===== src/shared/msp_pkg.sv =====
`default_nettype none
package msp_pkg;
	// Register byte offsets
	localparam logic [4:0] OFF_CTRL   = 5'h00;
	localparam logic [4:0] OFF_COUNT  = 5'h04;
	localparam logic [4:0] OFF_DIV    = 5'h08;
	localparam logic [4:0] OFF_CMD    = 5'h0C;
	localparam logic [4:0] OFF_STATUS = 5'h10;
	localparam logic [4:0] OFF_TXDATA = 5'h14;
	localparam logic [4:0] OFF_RXDATA = 5'h18;
	// Command bits, write-one actions
	localparam int CMD_START   = 0;
	localparam int CMD_STOP    = 1;
	localparam int CMD_FLAGCLR = 2;
	// Count register fields
	localparam int CNT_START_LSB = 0;
	localparam int CNT_STOP_LSB  = 4;
	// Status register fields
	localparam int ST_CLK_ACTIVE = 0;
	localparam int ST_TWO_WIRE   = 1;
	localparam int ST_RX_FLAG    = 2;
	localparam int ST_CNT_LSB    = 4;
	// Mode encodings {modeSelHigh, modeSelLow}
	localparam logic [1:0] MODE_THREE_WIRE = 2'h0;
	localparam logic [1:0] MODE_TWO_WIRE   = 2'h1;
	localparam logic [1:0] MODE_UART       = 2'h2;
	// Sizes and reset values
	localparam int DATA_W = 16;
	localparam logic [11:0] CTRL_RESET  = 12'h000;
	localparam logic [3:0]  START_RESET = 4'h0;
	localparam logic [3:0]  STOP_RESET  = 4'h8;
	localparam logic [7:0]  DIV_RESET   = 8'h04;
	localparam logic [15:0] DATA_RESET  = 16'h0000;
	// Serial interrupt vector address
	localparam logic [12:0] IRQ_VECTOR = 13'h0001;
	// Quarter-period phases of one serial clock
	localparam logic [1:0] PH_LEAD  = 2'h0;
	localparam logic [1:0] PH_MID   = 2'h1;
	localparam logic [1:0] PH_TRAIL = 2'h2;
	localparam logic [1:0] PH_LAST  = 2'h3;
	// Configuration word
	typedef struct packed {
		logic irqEnable;
		logic serialPinEnable;
		logic stopWaitEnable;
		logic inputPinSel;
		logic pinPairSel;
		logic dataDirectionSel;
		logic msbFirst;
		logic openDrainSel;
		logic clockPolaritySel;
		logic master;
		logic modeSelHigh;
		logic modeSelLow;
	} msp_cfg_s;
	// One pin as two signals
	typedef struct packed {
		logic out;
		logic oeN;
	} msp_pin_s;
	typedef enum {S_IDLE, S_STARTC, S_RUN, S_WAIT, S_STOPC} msp_state_e;
	typedef enum {T_IDLE, T_START, T_BITS, T_LAST} msp_txstate_e;
	typedef enum {R_IDLE, R_START, R_BITS} msp_rxstate_e;
endpackage : msp_pkg
`default_nettype wire


===== src/design/msp_sync.sv =====
`timescale 1ns/1ps
`default_nettype none
module msp_sync #(
	parameter int W = 1
) (
	input  wire logic         ref_clk,
	input  wire logic         rstN,
	input  wire logic [W-1:0] asyncIn,
	output logic      [W-1:0] syncOut
);
	logic [W-1:0] stage1_q;

	// Two-flop synchroniser, first stage read only by second
	always_ff @(posedge ref_clk or negedge rstN) begin
		if (!rstN) begin
			stage1_q <= '0;
			syncOut  <= '0;
		end else begin
			stage1_q <= asyncIn;
			syncOut  <= stage1_q;
		end
	end
endmodule : msp_sync
`default_nettype wire


===== src/design/msp_baud.sv =====
`timescale 1ns/1ps
`default_nettype none
module msp_baud (
	input  wire logic       ref_clk,
	input  wire logic       rstN,
	input  wire logic       enable,
	input  wire logic [7:0] divider,
	output logic            tick,
	output logic      [1:0] phase
);
	logic [7:0] cnt_q;
	logic [1:0] ph_q;
	logic       wrap;

	// One tick per quarter serial clock, divider+1 ref cycles
	assign wrap  = enable && (cnt_q >= divider);
	assign tick  = wrap;
	assign phase = ph_q;

	always_ff @(posedge ref_clk or negedge rstN) begin
		if (!rstN) begin
			cnt_q <= 8'h00;
			ph_q  <= 2'h0;
		end else if (!enable) begin
			cnt_q <= 8'h00;
			ph_q  <= 2'h0;
		end else if (wrap) begin
			cnt_q <= 8'h00;
			ph_q  <= ph_q + 2'h1;
		end else begin
			cnt_q <= cnt_q + 8'h01;
		end
	end
endmodule : msp_baud
`default_nettype wire


===== src/design/msp_top.sv =====
// Contract
// - Polarity clear: clock idles low, data changes rising, sampled falling.
// - Polarity set: clock idles high, data changes falling, sampled rising.
// - Driver select set gives open-drain outputs, cleared gives push-pull.
// - Bit order set sends MSB first, cleared sends LSB first.
// - Direction set drives data pin except in UART; cleared leaves it an input but for two-wire start and stop.
// - Pair select cleared uses CMOS pins, set uses open-drain pins.
// - Input select cleared takes serial input or UART receive from data pin.
// - Stop-wait enable parks the port at the stop position until released.
// - Master set generates the serial clock; cleared follows external clock.
// - No start while two-wire busy in master mode; stop must come first.
// - Receive pulse at most a quarter clock period cancels reception start.
// - UART takes three samples per bit and keeps the majority.
// - Ninth transmit bit is the stop bit, or data bit 8 when the stop count is nine.
// - UART transmit and receive run together in full duplex.
// - Interrupt when either direction ends and clock busy drops to zero.
// - Interrupt on falling edge of clock busy, vector address one.
// - Receive flag set on slave or UART reception, cleared by flag clear.
`timescale 1ns/1ps
`default_nettype none
module msp_top (
	input  wire logic                     ref_clk,
	input  wire logic                     reset_n,
	input  wire logic [4:0]               avs_address,
	input  wire logic                     avs_read,
	input  wire logic                     avs_write,
	input  wire logic [31:0]              avs_writedata,
	output logic      [31:0]              avs_readdata,
	output logic                          avs_waitrequest,
	input  wire logic                     cmosDataIn,
	output msp_pkg::msp_pin_s             cmosDataPin,
	input  wire logic                     cmosClockIn,
	output msp_pkg::msp_pin_s             cmosClockPin,
	input  wire logic                     odDataIn,
	output msp_pkg::msp_pin_s             odDataPin,
	input  wire logic                     odClockIn,
	output msp_pkg::msp_pin_s             odClockPin,
	input  wire logic                     serialInPin,
	output logic                          serialIrq,
	output logic      [12:0]              irqVector
);
	import msp_pkg::*;

	logic [1:0]        rstPipe_q;
	logic              rstN;
	msp_cfg_s          cfg_q;
	logic [3:0]        start_q;
	logic [3:0]        stop_q;
	logic [7:0]        div_q;
	logic [15:0]       txData_q;
	logic [15:0]       rxData_q;
	logic              rxFlag_q;
	logic              ack_q;
	logic [31:0]       readdata_q;
	msp_state_e        state_q;
	logic [3:0]        cnt_q;
	logic              dataLine_q;
	logic              sckLine_q;
	msp_txstate_e      tstate_q;
	logic [3:0]        tcnt_q;
	logic              txLine_q;
	msp_rxstate_e      rstate_q;
	logic [3:0]        rcnt_q;
	logic [1:0]        rq_q;
	logic [1:0]        votes_q;
	logic              sclkPrev_q;
	logic              clkActPrev_q;
	logic              irq_q;
	logic [4:0]        pinSync;
	logic              tick;
	logic [1:0]        phase;

	// Mirror a frame position when sending MSB first
	function automatic logic [3:0] bitPos(input logic [3:0] c, input logic [3:0] s,
		input logic [3:0] e, input logic msb);
		logic [4:0] m;
		m = {1'b0, s} + {1'b0, e} - 5'h01 - {1'b0, c};
		return msb ? m[3:0] : c;
	endfunction : bitPos

	// Pin driver: open-drain pulls low only, push-pull drives both levels
	function automatic msp_pin_s pinDrive(input logic drive, input logic val,
		input logic od);
		msp_pin_s p;
		p.out = od ? 1'b0 : val;
		p.oeN = ~(drive & (~od | ~val));
		return p;
	endfunction : pinDrive

	// Reset release through two flops
	always_ff @(posedge ref_clk or negedge reset_n) begin
		if (!reset_n) begin
			rstPipe_q <= 2'b00;
		end else begin
			rstPipe_q <= {rstPipe_q[0], 1'b1};
		end
	end
	assign rstN = rstPipe_q[1];

	// Pin inputs: {serialIn, odClock, odData, cmosClock, cmosData}
	msp_sync #(.W(5)) u_sync (
		.ref_clk (ref_clk),
		.rstN    (rstN),
		.asyncIn ({serialInPin, odClockIn, odDataIn, cmosClockIn, cmosDataIn}),
		.syncOut (pinSync)
	);

	// Quarter-period tick source for master clock and UART
	msp_baud u_baud (
		.ref_clk (ref_clk),
		.rstN    (rstN),
		.enable  (cfg_q.serialPinEnable),
		.divider (div_q),
		.tick    (tick),
		.phase   (phase)
	);

	// Mode and bus decode
	wire [1:0] mode     = {cfg_q.modeSelHigh, cfg_q.modeSelLow};
	wire       isUart   = (mode == MODE_UART);
	wire       isTwo    = (mode == MODE_TWO_WIRE);
	wire       access   = avs_read | avs_write;
	wire       wrDone   = avs_write & ack_q;
	wire       selCtrl  = (avs_address == OFF_CTRL);
	wire       selCount = (avs_address == OFF_COUNT);
	wire       selDiv   = (avs_address == OFF_DIV);
	wire       selCmd   = (avs_address == OFF_CMD);
	wire       selStat  = (avs_address == OFF_STATUS);
	wire       selTx    = (avs_address == OFF_TXDATA);
	wire       selRx    = (avs_address == OFF_RXDATA);
	wire       cmdWr    = wrDone & selCmd;
	wire       cmdStart = cmdWr & avs_writedata[CMD_START];
	wire       cmdStop  = cmdWr & avs_writedata[CMD_STOP];
	wire       cmdClr   = cmdWr & avs_writedata[CMD_FLAGCLR];

	// Input pin choice by pair, then serial input choice
	wire dataIn  = cfg_q.pinPairSel ? pinSync[2] : pinSync[0];
	wire clkIn   = cfg_q.pinPairSel ? pinSync[3] : pinSync[1];
	wire serIn   = cfg_q.inputPinSel ? pinSync[4] : dataIn;

	// Edge events: lead launches data, trail samples it
	wire idleLvl   = cfg_q.clockPolaritySel;
	wire sclkChg   = (clkIn != sclkPrev_q);
	wire mLead     = tick & (phase == PH_LEAD);
	wire mTrail    = tick & (phase == PH_TRAIL);
	wire sLead     = sclkChg & (clkIn != idleLvl);
	wire sTrail    = sclkChg & (clkIn == idleLvl);
	wire leadEv    = cfg_q.master ? mLead : sLead;
	// A master trailing edge counts only after its own leading edge
	wire trailEv   = cfg_q.master ? (mTrail & (sckLine_q != idleLvl)) : sTrail;

	// Counter positions and frame ends
	wire [3:0] engPos  = bitPos(cnt_q, start_q, stop_q, cfg_q.msbFirst);
	wire [3:0] txPos   = bitPos(tcnt_q, start_q, stop_q, cfg_q.msbFirst);
	wire [3:0] firstPos = bitPos(start_q, start_q, stop_q, cfg_q.msbFirst);
	wire [3:0] cntNext = cnt_q + 4'h1;
	wire       engCap  = (state_q == S_RUN) & trailEv;
	wire       engDone = engCap & (cntNext == stop_q);
	wire       uTick   = tick & isUart;
	wire       voteBit = (votes_q[0] & votes_q[1]) | (votes_q[0] & serIn)
		| (votes_q[1] & serIn);
	wire       uCap    = (rstate_q == R_BITS) & uTick & (rq_q == PH_LAST);
	wire       uDone   = uCap & ((rcnt_q + 4'h1) == stop_q);
	wire [3:0] rxPos   = bitPos(rcnt_q, start_q, stop_q, cfg_q.msbFirst);

	// Activity flags
	wire engBusy    = (state_q == S_RUN) | (state_q == S_STARTC) | (state_q == S_STOPC);
	wire uTxBusy    = (tstate_q != T_IDLE);
	wire uRxBusy    = (rstate_q != R_IDLE);
	wire clkActive  = engBusy | uTxBusy | uRxBusy;
	wire twoWireAct = isTwo ? (state_q != S_IDLE) : (isUart & uRxBusy);
	wire cfgLocked  = clkActive | (state_q == S_WAIT);
	wire startOk    = cmdStart & cfg_q.master & ~isUart
		& ~(isTwo & twoWireAct);

	// Bus handshake: one wait cycle, then the answer
	assign avs_waitrequest = access & ~ack_q;
	assign avs_readdata    = readdata_q;
	always_ff @(posedge ref_clk or negedge rstN) begin
		if (!rstN) begin
			ack_q <= 1'b0;
		end else begin
			ack_q <= access & ~ack_q;
		end
	end

	// Read mux, latched in the wait cycle
	wire [31:0] statWord = {24'h000000, cnt_q, 1'b0, rxFlag_q, twoWireAct, clkActive};
	wire [31:0] rdMux =
		selCtrl  ? {20'h00000, cfg_q} :
		selCount ? {24'h000000, stop_q, start_q} :
		selDiv   ? {24'h000000, div_q} :
		selStat  ? statWord :
		selTx    ? {16'h0000, txData_q} :
		selRx    ? {16'h0000, rxData_q} : 32'h00000000;
	always_ff @(posedge ref_clk or negedge rstN) begin
		if (!rstN) begin
			readdata_q <= 32'h00000000;
		end else if (avs_read & ~ack_q) begin
			readdata_q <= rdMux;
		end
	end

	// Configuration writes, ignored during a transfer
	always_ff @(posedge ref_clk or negedge rstN) begin
		if (!rstN) begin
			cfg_q    <= msp_cfg_s'(CTRL_RESET);
			start_q  <= START_RESET;
			stop_q   <= STOP_RESET;
			div_q    <= DIV_RESET;
			txData_q <= DATA_RESET;
		end else if (wrDone & ~cfgLocked) begin
			if (selCtrl) cfg_q <= msp_cfg_s'(avs_writedata[11:0]);
			if (selCount) start_q <= avs_writedata[CNT_START_LSB +: 4];
			if (selCount) stop_q <= avs_writedata[CNT_STOP_LSB +: 4];
			if (selDiv) div_q <= avs_writedata[7:0];
			if (selTx) txData_q <= avs_writedata[15:0];
		end
	end

	// Three-wire and two-wire engine
	always_ff @(posedge ref_clk or negedge rstN) begin
		if (!rstN) begin
			state_q    <= S_IDLE;
			cnt_q      <= START_RESET;
			dataLine_q <= 1'b1;
			sckLine_q  <= 1'b0;
			sclkPrev_q <= 1'b0;
		end else begin
			sclkPrev_q <= clkIn;
			if (cmdStop) begin
				cnt_q <= stop_q;
				sckLine_q <= idleLvl;
				if (cfg_q.master & isTwo) begin
					state_q    <= S_STOPC;
					dataLine_q <= 1'b0;
				end else begin
					state_q <= S_IDLE;
				end
			end else begin
				case (state_q)
					S_IDLE: begin
						sckLine_q <= idleLvl;
						if (startOk) begin
							cnt_q   <= start_q;
							state_q <= isTwo ? S_STARTC : S_RUN;
						end else if (~cfg_q.master & ~isUart & sLead) begin
							cnt_q      <= start_q;
							dataLine_q <= txData_q[firstPos];
							state_q    <= S_RUN;
						end
					end
					S_STARTC: begin
						// Data falls while the clock rests at its idle level
						if (mTrail) dataLine_q <= 1'b0;
						if (tick & (phase == PH_LAST)) state_q <= S_RUN;
					end
					S_RUN: begin
						if (leadEv) begin
							dataLine_q <= txData_q[engPos];
							if (cfg_q.master) sckLine_q <= ~idleLvl;
						end
						if (trailEv) begin
							if (cfg_q.master) sckLine_q <= idleLvl;
							cnt_q <= cntNext;
							if (engDone) begin
								state_q <= cfg_q.stopWaitEnable ? S_WAIT : S_IDLE;
							end
						end
					end
					S_WAIT: begin
						if (cmdClr) state_q <= S_IDLE;
					end
					S_STOPC: begin
						// Data rises while the clock rests at its idle level
						if (mTrail) begin
							dataLine_q <= 1'b1;
							state_q    <= S_IDLE;
						end
					end
					default: state_q <= S_IDLE;
				endcase
			end
		end
	end

	// UART transmitter, runs beside the receiver
	always_ff @(posedge ref_clk or negedge rstN) begin
		if (!rstN) begin
			tstate_q <= T_IDLE;
			tcnt_q   <= START_RESET;
			txLine_q <= 1'b1;
		end else if (cmdStop) begin
			tstate_q <= T_IDLE;
			txLine_q <= 1'b1;
		end else begin
			case (tstate_q)
				T_IDLE: begin
					if (cmdStart & isUart) tstate_q <= T_START;
				end
				T_START: begin
					if (uTick & (phase == PH_LEAD)) begin
						txLine_q <= 1'b0;
						tcnt_q   <= start_q;
						tstate_q <= T_BITS;
					end
				end
				T_BITS: begin
					if (uTick & (phase == PH_LEAD)) begin
						txLine_q <= txData_q[txPos];
						tcnt_q   <= tcnt_q + 4'h1;
						if ((tcnt_q + 4'h1) == stop_q) tstate_q <= T_LAST;
					end
				end
				T_LAST: begin
					if (uTick & (phase == PH_LEAD)) begin
						txLine_q <= 1'b1;
						tstate_q <= T_IDLE;
					end
				end
				default: tstate_q <= T_IDLE;
			endcase
		end
	end

	// UART receiver with glitch reject and majority vote
	always_ff @(posedge ref_clk or negedge rstN) begin
		if (!rstN) begin
			rstate_q <= R_IDLE;
			rcnt_q   <= START_RESET;
			rq_q     <= 2'h0;
			votes_q  <= 2'b00;
		end else if (cmdStop | ~isUart) begin
			rstate_q <= R_IDLE;
		end else begin
			case (rstate_q)
				R_IDLE: begin
					rq_q <= 2'h0;
					if (~serIn) rstate_q <= R_START;
				end
				R_START: begin
					if (uTick) begin
						rq_q <= rq_q + 2'h1;
						if ((rq_q == PH_MID) & serIn) begin
							rstate_q <= R_IDLE;
						end else if (rq_q == PH_LAST) begin
							rstate_q <= R_BITS;
							rcnt_q   <= start_q;
						end
					end
				end
				R_BITS: begin
					if (uTick) begin
						rq_q <= rq_q + 2'h1;
						if (rq_q == PH_MID) votes_q[0] <= serIn;
						if (rq_q == PH_TRAIL) votes_q[1] <= serIn;
						if (uCap) rcnt_q <= rcnt_q + 4'h1;
						if (uDone) rstate_q <= R_IDLE;
					end
				end
				default: rstate_q <= R_IDLE;
			endcase
		end
	end

	// Received data store, engine or UART sample
	always_ff @(posedge ref_clk or negedge rstN) begin
		if (!rstN) begin
			rxData_q <= DATA_RESET;
		end else if (engCap) begin
			rxData_q[engPos] <= serIn;
		end else if (uCap) begin
			rxData_q[rxPos] <= voteBit;
		end
	end

	// Receive flag: set wins over clear
	wire rxSet = (engDone & ~cfg_q.master) | uDone;
	always_ff @(posedge ref_clk or negedge rstN) begin
		if (!rstN) begin
			rxFlag_q <= 1'b0;
		end else if (rxSet) begin
			rxFlag_q <= 1'b1;
		end else if (cmdClr) begin
			rxFlag_q <= 1'b0;
		end
	end

	// Interrupt pulse on falling edge of clock activity
	always_ff @(posedge ref_clk or negedge rstN) begin
		if (!rstN) begin
			clkActPrev_q <= 1'b0;
			irq_q        <= 1'b0;
		end else begin
			clkActPrev_q <= clkActive;
			irq_q <= cfg_q.irqEnable & clkActPrev_q & ~clkActive;
		end
	end
	assign serialIrq = irq_q;
	assign irqVector = IRQ_VECTOR;

	// Pin drive: direction gates data, pair select routes, driver type shapes
	wire pe     = cfg_q.serialPinEnable;
	wire od     = cfg_q.openDrainSel;
	wire dDrv   = pe & ~isUart & (cfg_q.dataDirectionSel | (state_q == S_STARTC)
		| (state_q == S_STOPC));
	wire cDrv   = pe & (isUart | cfg_q.master);
	wire cVal   = isUart ? txLine_q : sckLine_q;
	wire usePd  = cfg_q.pinPairSel;
	assign cmosDataPin  = pinDrive(dDrv & ~usePd, dataLine_q, od);
	assign cmosClockPin = pinDrive(cDrv & ~usePd, cVal, od);
	assign odDataPin    = pinDrive(dDrv & usePd, dataLine_q, od);
	assign odClockPin   = pinDrive(cDrv & usePd, cVal, od);
endmodule : msp_top
`default_nettype wire


===== config.mk =====
export PLATFORM = sky130hd
export DESIGN_NAME = msp_top
export DESIGN_NICKNAME = d
export VERILOG_FILES = /design/src/shared/msp_pkg.sv /design/src/design/msp_sync.sv /design/src/design/msp_baud.sv /design/src/design/msp_top.sv
export SDC_FILE = /design/constraint.sdc
export NUM_CORES = 1
export LEC_CHECK = 0
export BUFFER_PORTS_ARGS = -buffer_cell sky130_fd_sc_hd__clkbuf_2
export CAP_MARGIN = 15
export CORE_MARGIN = 4
export CORE_UTILIZATION = 45
export CTS_BUF_LIST = sky130_fd_sc_hd__clkbuf_4
export DETAILED_ROUTE_END_ITERATION = 16
export PLACE_DENSITY_LB_ADDON = 0.25
export SLEW_MARGIN = 25
export SYNTH_ARGS = -nofsm -noshare
export SYNTH_HDL_FRONTEND = slang
export SYNTH_SLANG_ARGS = --single-unit

===== constraint.sdc =====
create_clock -name ref_clk -period 5 [get_ports ref_clk]
set_input_delay 1 -clock ref_clk [delete_from_list [all_inputs] [get_ports ref_clk]]
set_output_delay 1 -clock ref_clk [all_outputs]
set_load 0.01 [all_outputs]

# Word level (Yosys, flattened, before mapping)
# Cells that the tools add are included.
[word_totals]
reg_bits = 234
input_bits = 46
[classes]
add_sub_neg = 12
magnitude_cmp = 7
eq_ne = 64
mux = 101
n_bitwise = 80
reduce_logical = 35
[op_table]
columns = ["op", "n"]
rows = [
  ["2-to-1 mux 32 bit", 21],
  ["equality test 32 x 2 -> 1 bit, second input constant", 6],
  ["case mux 32 bit (5 select lines)", 1],
  ["equality test 32 x 3 -> 1 bit, second input constant", 4],
  ["2-to-1 mux 16 bit", 8],
  ["case mux 32 bit (4 select lines)", 1],
  ["equality test 32 x 1 -> 1 bit, second input constant", 3],
  ["logical NOT 32 bit", 3],
  ["case mux 32 bit (3 select lines)", 1],
  ["nonzero test 32 bit", 3],
  ["2-to-1 mux 4 bit", 15],
  ["inequality test 3 bit, second input constant", 18],
  ["bitwise AND 1 bit", 48],
  ["bitwise mux 16 bit", 2],
  ["equality test 32 x 4 -> 1 bit, second input constant", 1],
  ["2-to-1 mux 1 bit", 32],
  ["case mux 4 bit (2 select lines)", 3],
  ["< comparator 4 x 5 -> 1 bit, second input constant", 4],
  ["NOT 1 bit", 17],
  ["2-to-1 mux 8 bit", 2],
  ["AND reduction 4 bit", 4],
  ["subtractor 4 bit", 4],
  ["equality test 5 bit, second input constant", 3],
  ["OR 1 bit", 15],
  ["other kinds (38)", 80],
]

# Longest topological paths before layout
[depth]
ltp_word = 11
ltp_mapped = 14
mapped_depth_nobuf = 13

# Cells and area by module
# A second synthesis with hierarchy kept.
[unflattened]
cells_unflattened = 890
area_unflattened_um2 = 8609.5
[modules_own_cells]
columns = ["module", "n_inst", "cells_each", "area_per_inst_um2", "seq_area_each_um2"]
rows = [
  ["msp_top", 1, 813, 7712.4, 2732.6],
  ["msp_baud", 1, 67, 646.9, 250.2],
  ["msp_sync", 1, 10, 250.2, 250.2],
]

# Least setup slack after synthesis
# No wires, ideal clock.
[synth_timing]
path_kind = "flip-flop to flip-flop"
start = "reg stop_q[1]"
end = "reg rxData_q[6]"
setup_time_ns = 0.128
arrival_ns = 3.569
required_ns = 4.872
path_slack_ns = 1.304
path_stages_with_launch = 15
period_less_slack_ns = 3.696
cell_sequence = "dfrtp_1 > clkbuf_1 > inv_1 > ha_1 > inv_1 > ha_1 > fa_1 > ha_1 > and3b_1 > or3_1 > mux2i_4 > xor2_2 > nor2_1 > a21oi_1 > mux2_1"
[synth_via]
elab_chain_len = 11
[synth_rtl]
columns = ["element", "line", "text"]
rows = [
  ["start, declared", "msp_top.sv:48", "logic [3:0] stop_q;"],
  ["start signal, assigned", "msp_top.sv:215", "if (selCount) stop_q <= avs_writedata[CNT_STOP_LSB +: 4];"],
  ["adder 4 bit (*)", "msp_top.sv:77", "m = {1'b0, s} + {1'b0, e} - 5'h01 - {1'b0, c};"],
  ["subtractor 4 x 1 -> 4 bit (*)", "msp_top.sv:77", ""],
  ["subtractor 4 bit", "msp_top.sv:77", ""],
  ["2-to-1 mux 4 bit", "msp_top.sv:78", "return msb ? m[3:0] : c;"],
  ["< comparator 4 x 5 -> 1 bit (implied by the code) / >= comparator 4 x 1 -> 1 bit (equally long branches)", "msp_top.sv:373", "rxData_q[rxPos] <= voteBit;"],
  ["logical AND 1 bit (implied by the code)", "msp_top.sv:373", ""],
  ["2-to-1 mux 1 bit (implied by the code)", "msp_top.sv:373", ""],
  ["demux 1 bit (select 4 bit)", "msp_top.sv:373", ""],
  ["bitwise mux 16 bit", "msp_top.sv:373", ""],
  ["2-to-1 mux 16 bit", "msp_top.sv:372", "end else if (uCap) begin"],
  ["2-to-1 mux 16 bit (*)", "msp_top.sv:370", "end else if (engCap) begin"],
  ["end signal, assigned by index", "msp_top.sv:371", "rxData_q[engPos] <= serIn;"],
  ["end signal, assigned by index", "msp_top.sv:373", ""],
  ["end, declared", "msp_top.sv:51", "logic [15:0] rxData_q;"],
]
# Mark *: on every way between the ends. The rest lies on a longest branch, timed or not. The select of a mux whose other input is x is not followed.
# A chain may end at the register's enable or synchronous reset.

# Worst setup path in the final report
[layout_timing]
start = "reg start_q[1]"
end = "reg dataLine_q"
[layout_via]
elab_chain_len = 10
[layout_rtl]
columns = ["element", "line", "text"]
rows = [
  ["start, declared", "msp_top.sv:47", "logic [3:0] start_q;"],
  ["start signal, assigned", "msp_top.sv:214", "if (selCount) start_q <= avs_writedata[CNT_START_LSB +: 4];"],
  ["adder 4 bit", "msp_top.sv:77", ""],
  ["subtractor 4 x 1 -> 4 bit", "msp_top.sv:77", ""],
  ["subtractor 4 bit", "msp_top.sv:77", ""],
  ["2-to-1 mux 4 bit", "msp_top.sv:78", ""],
  ["binary-select mux 1 bit (select 4 bit)", "msp_top.sv:249", "dataLine_q <= txData_q[firstPos];"],
  ["2-to-1 mux 1 bit (implied by the code)", "msp_top.sv:249", ""],
  ["2-to-1 mux 1 bit", "msp_top.sv:247", "end else if (~cfg_q.master & ~isUart & sLead) begin"],
  ["2-to-1 mux 1 bit", "msp_top.sv:244", "if (startOk) begin"],
  ["case mux 1 bit (4 select lines) (*)", "msp_top.sv:241", "case (state_q)"],
  ["2-to-1 mux 1 bit (*)", "msp_top.sv:231", "if (cmdStop) begin"],
  ["end signal, assigned", "msp_top.sv:249", ""],
  ["end signal, assigned", "msp_top.sv:260", "dataLine_q <= txData_q[engPos];"],
  ["end, declared", "msp_top.sv:57", "logic dataLine_q;"],
]
# Marks and branches as above.

==> impl_metrics.json <==
{
  "place_congestion": 0.935,
  "stdcell_count": 1304,
  "r2r_start": "start_q[1]$_DFFE_PN0P_",
  "rsz0062_at_grt": "false",
  "max_clock_freq_mhz": 254,
  "rrSetupSlack_ns": 1.06,
  "pwr_density_cell_nw_per_um2": 312,
  "drive_gt1_share_pct": 16.0,
  "drtIter0Drc": 605,
  "insertion_delay_ns": 0.57,
  "max_slew_margin_pct": 41.1,
  "placed_area_um2": 9590,
  "die_height_um": 151,
  "clk_pin_slew_worst_paths_ns": 0.14,
  "grt_max_degree": 48,
  "post_cts_buffers": 0,
  "wl_per_cell_um": 19.7,
  "status": "finished clean",
  "synth-seq-cells": 129,
  "synthFlopType": "dfrtp_1",
  "synthArstFlopShare_pct": 100,
  "r2r_cells": 13,
  "cts_resized": 0,
  "hold_viol_final": 0,
  "yosys_warnings": 0,
  "io_buffers": 55,
  "crit_path_start_kind": "flip-flop",
  "rows": 51,
  "die_w_um": 151,
  "dp_hpwl_um": 19700,
  "fin_crit_sh_pct": 78.8,
  "synth.area.mux_share_pct": 12.7,
  "cpMostUsedCell": "ha_1",
  "htreeDepth": 4,
  "synthXorXnorAreaFrac_pct": 4.64,
  "syn-mean-instance-area_um2": 9.34,
  "hold_class": "in2async",
  "required_ns": 5.50,
  "synth.top_cells.by_area": "dfrtp_1 34%, ha_1 5.7%, mux2i_1 4.9%, mux2_2 3.4%, mux2_1 3.2%",
  "worst_pin_slew_ns": 0.883,
  "synth_cell_types": 83,
  "finalWirelength_um": 25700,
  "cpPeakStageDelay_ns": 0.50,
  "power_leakage_nw": 4.32,
  "synth_edf_count": 0,
  "setup_viol": 0,
  "fillCellCount": 1849,
  "crit_path_top_delay_cell": "fa_1",
  "cts_buffer_depth": 2,
  "cts_hold_buf": 0,
  "dp.cells": 1271,
  "synth_area_leader_cell": "dfrtp_1",
  "end_kind": "flip-flop",
  "max-cap-violations": 0,
  "critPathArrivalTime_ns": 4.45,
  "grt_pass1_vias": 7252,
  "vias": 7626,
  "synth-compound-area-share_pct": 17.9,
  "dp_slack_ns": 1.10,
  "vias_per_cell": 5.85,
  "final_area_um2": 9860,
  "cts_tree": "built",
  "antenna_found_initial": 2,
  "fin_crit_ns": 3.94,
  "die_area_um2": 22700,
  "synth_common_cells": "125 x dfrtp_1, 71 x nand2_1, 61 x nor2_1, 55 x inv_1, 51 x a21oi_1",
  "fin_util_pct": 50.0,
  "syn-cell-area_um2": 9140,
  "r2r-end": "dataLine_q$_DFFE_PN1P_",
  "cts_root_buffer": "clkbuf_4",
  "cp_num_buf_inv": 2,
  "cts_buffers": 17,
  "worstSetupStartpoint": "start_q[1]$_DFFE_PN0P_",
  "timing.hold.ws_ns": 0.180,
  "synthAdderAreaFrac_pct": 7.06,
  "fin_nets": 1118,
  "synth_top_family_by_area": "compound AO/OA/AOI/OAI gates",
  "setup_tns_ns": 0,
  "ioPinCount": 101,
  "multi_input_area_um2": 5380,
  "post-synth-top-count-cell": "dfrtp_1",
  "skew_ns": 0.0260,
  "worstSetupPathType": "reg2reg",
  "synth_top_area_share_pct": 34.2,
  "drc": 0,
  "ant_nets": 0,
  "syn_to_final_growth_pct": 7.81,
  "synth_cells": 979,
  "coreArea_um2": 19700,
  "power_mw": 3.07,
  "synth-simple-area-share_pct": 15.3,
  "cp_cell_sequence": "inv_1 -> ha_1 -> inv_1 -> ha_1 -> fa_1 -> ha_1 -> xnor2_1 -> a21o_1 -> a2111o_1 -> nand4_1 -> mux2i_1 -> o211ai_1 -> o21ai_1",
  "start_util_pct": 46.4,
  "drtPass1Iterations": 5,
  "cts.sinks": 129,
  "grt_overflow": 0,
  "maxSlewViolCount": 0,
  "register_area_um2": 3240,
  "grt_usage_pct": 23.2,
  "grt_pass1_wl_um": 40400,
  "critPathTopFamily": "adder cells",
  "worst_slack_ns": 1.06,
  "peakVddDrop_v": 0.000184,
  "ys_seq_area_share_pct": 35.4,
  "cp_max_fo": 5
}
-- cells by family (layout without fill, tap and decap cells) --
family,Yosys count,in the layout
other,2,31
and+or+nand+nor,283,283
adders and majority gates,49,49
xor gates and xnor gates,39,39
buffers and inverters,130,161
AOI/OAI and AO/OA,241,241
muxes,106,106
DFF,129,129
-- worst max path at each step --
stage,depth (start not counted),slack [ns],to
finish,13,1.06,dataLine_q$_DFFE_PN1P_
global route,13,0.86,rxData_q[6]$_DFFE_PN0P_
CTS,13,1.09,dataLine_q$_DFFE_PN1P_
detailed placement,13,1.10,dataLine_q$_DFFE_PN1P_
global placement,13,1.14,dataLine_q$_DFFE_PN1P_
floorplan,0,1.15,async pin
-- state kept, by name (all words and copies together), names as in the netlist, 3 cells and up, named ones only --
register	cells
cnt_q	4
u_sync.stage1_q	5
u_sync.syncOut	5
u_baud.cnt_q	8
div_q	8
stop_q	4
txData_q	16
tcnt_q	4
start_q	4
avs_readdata	16
state_q	3
rxData_q	16
cfg_q	8
rcnt_q	4
-- metal layers --
| layer | global-route usage [%] | up-vias | share of wire [%] |
|---|---|---|---|
| met5 | 0 | - | 0.027 |
| li1 | - | 3592 | - |
| met4 | 6.31 | 2 | 2.0 |
| met3 | 5.99 | 38 | 8.2 |
| met1 | 33.7 | 3696 | 45 |
| met2 | 34.4 | 298 | 45 |
-- cell usage in the layout (no fill, tap or decap), types with 28 or more instances in the layout --
master / Yosys / final
nand3_1: 44 / 44
nor2_1: 61 / 61
mux2i_1: 45 / 45
inv_1: 55 / 55
clkbuf_2: 1 / 55
dfrtp_1: 125 / 124
mux2_2: 28 / 28
conb_1: 2 / 30
a21oi_1: 51 / 51
o21ai_0: 44 / 44
ha_1: 42 / 42
nand2_1: 71 / 71
-- worst reg2reg max path, stage by stage, from the launching register on --
cell and delay (ns):
dfrtp_1 0.41, inv_1 0.22, ha_1 0.28, inv_1 0.06, ha_1 0.16, fa_1 0.50, ha_1 0.37, xnor2_1 0.50
a21o_1 0.26, a2111o_1 0.15, nand4_1 0.13, mux2i_1 0.48, o211ai_1 0.19, o21ai_1 0.19
-- cell type report --
class	instances	area share, %
Multi-Input combinational cell	748	54.6
Sequential cell	129	32.8
Timing Repair Buffer	73	4.29
Tap cell	265	3.36
Inverter	56	2.13
Clock inverter	15	1.45
Clock buffer	17	1.29
Antenna cell	1	0.0254
-- power breakdown --
group / switching, mW / leakage [nW] / internal [mW] / total, mW
logic: 0.640 / 2.48 / 0.432 / 1.07
clock network: 0.486 / 0.144 / 0.221 / 0.707
registers: 0.152 / 1.70 / 1.14 / 1.30
total: 1.28 / 4.32 / 1.80 / 3.07
Note: power is estimated with default switching activity, not from simulation.
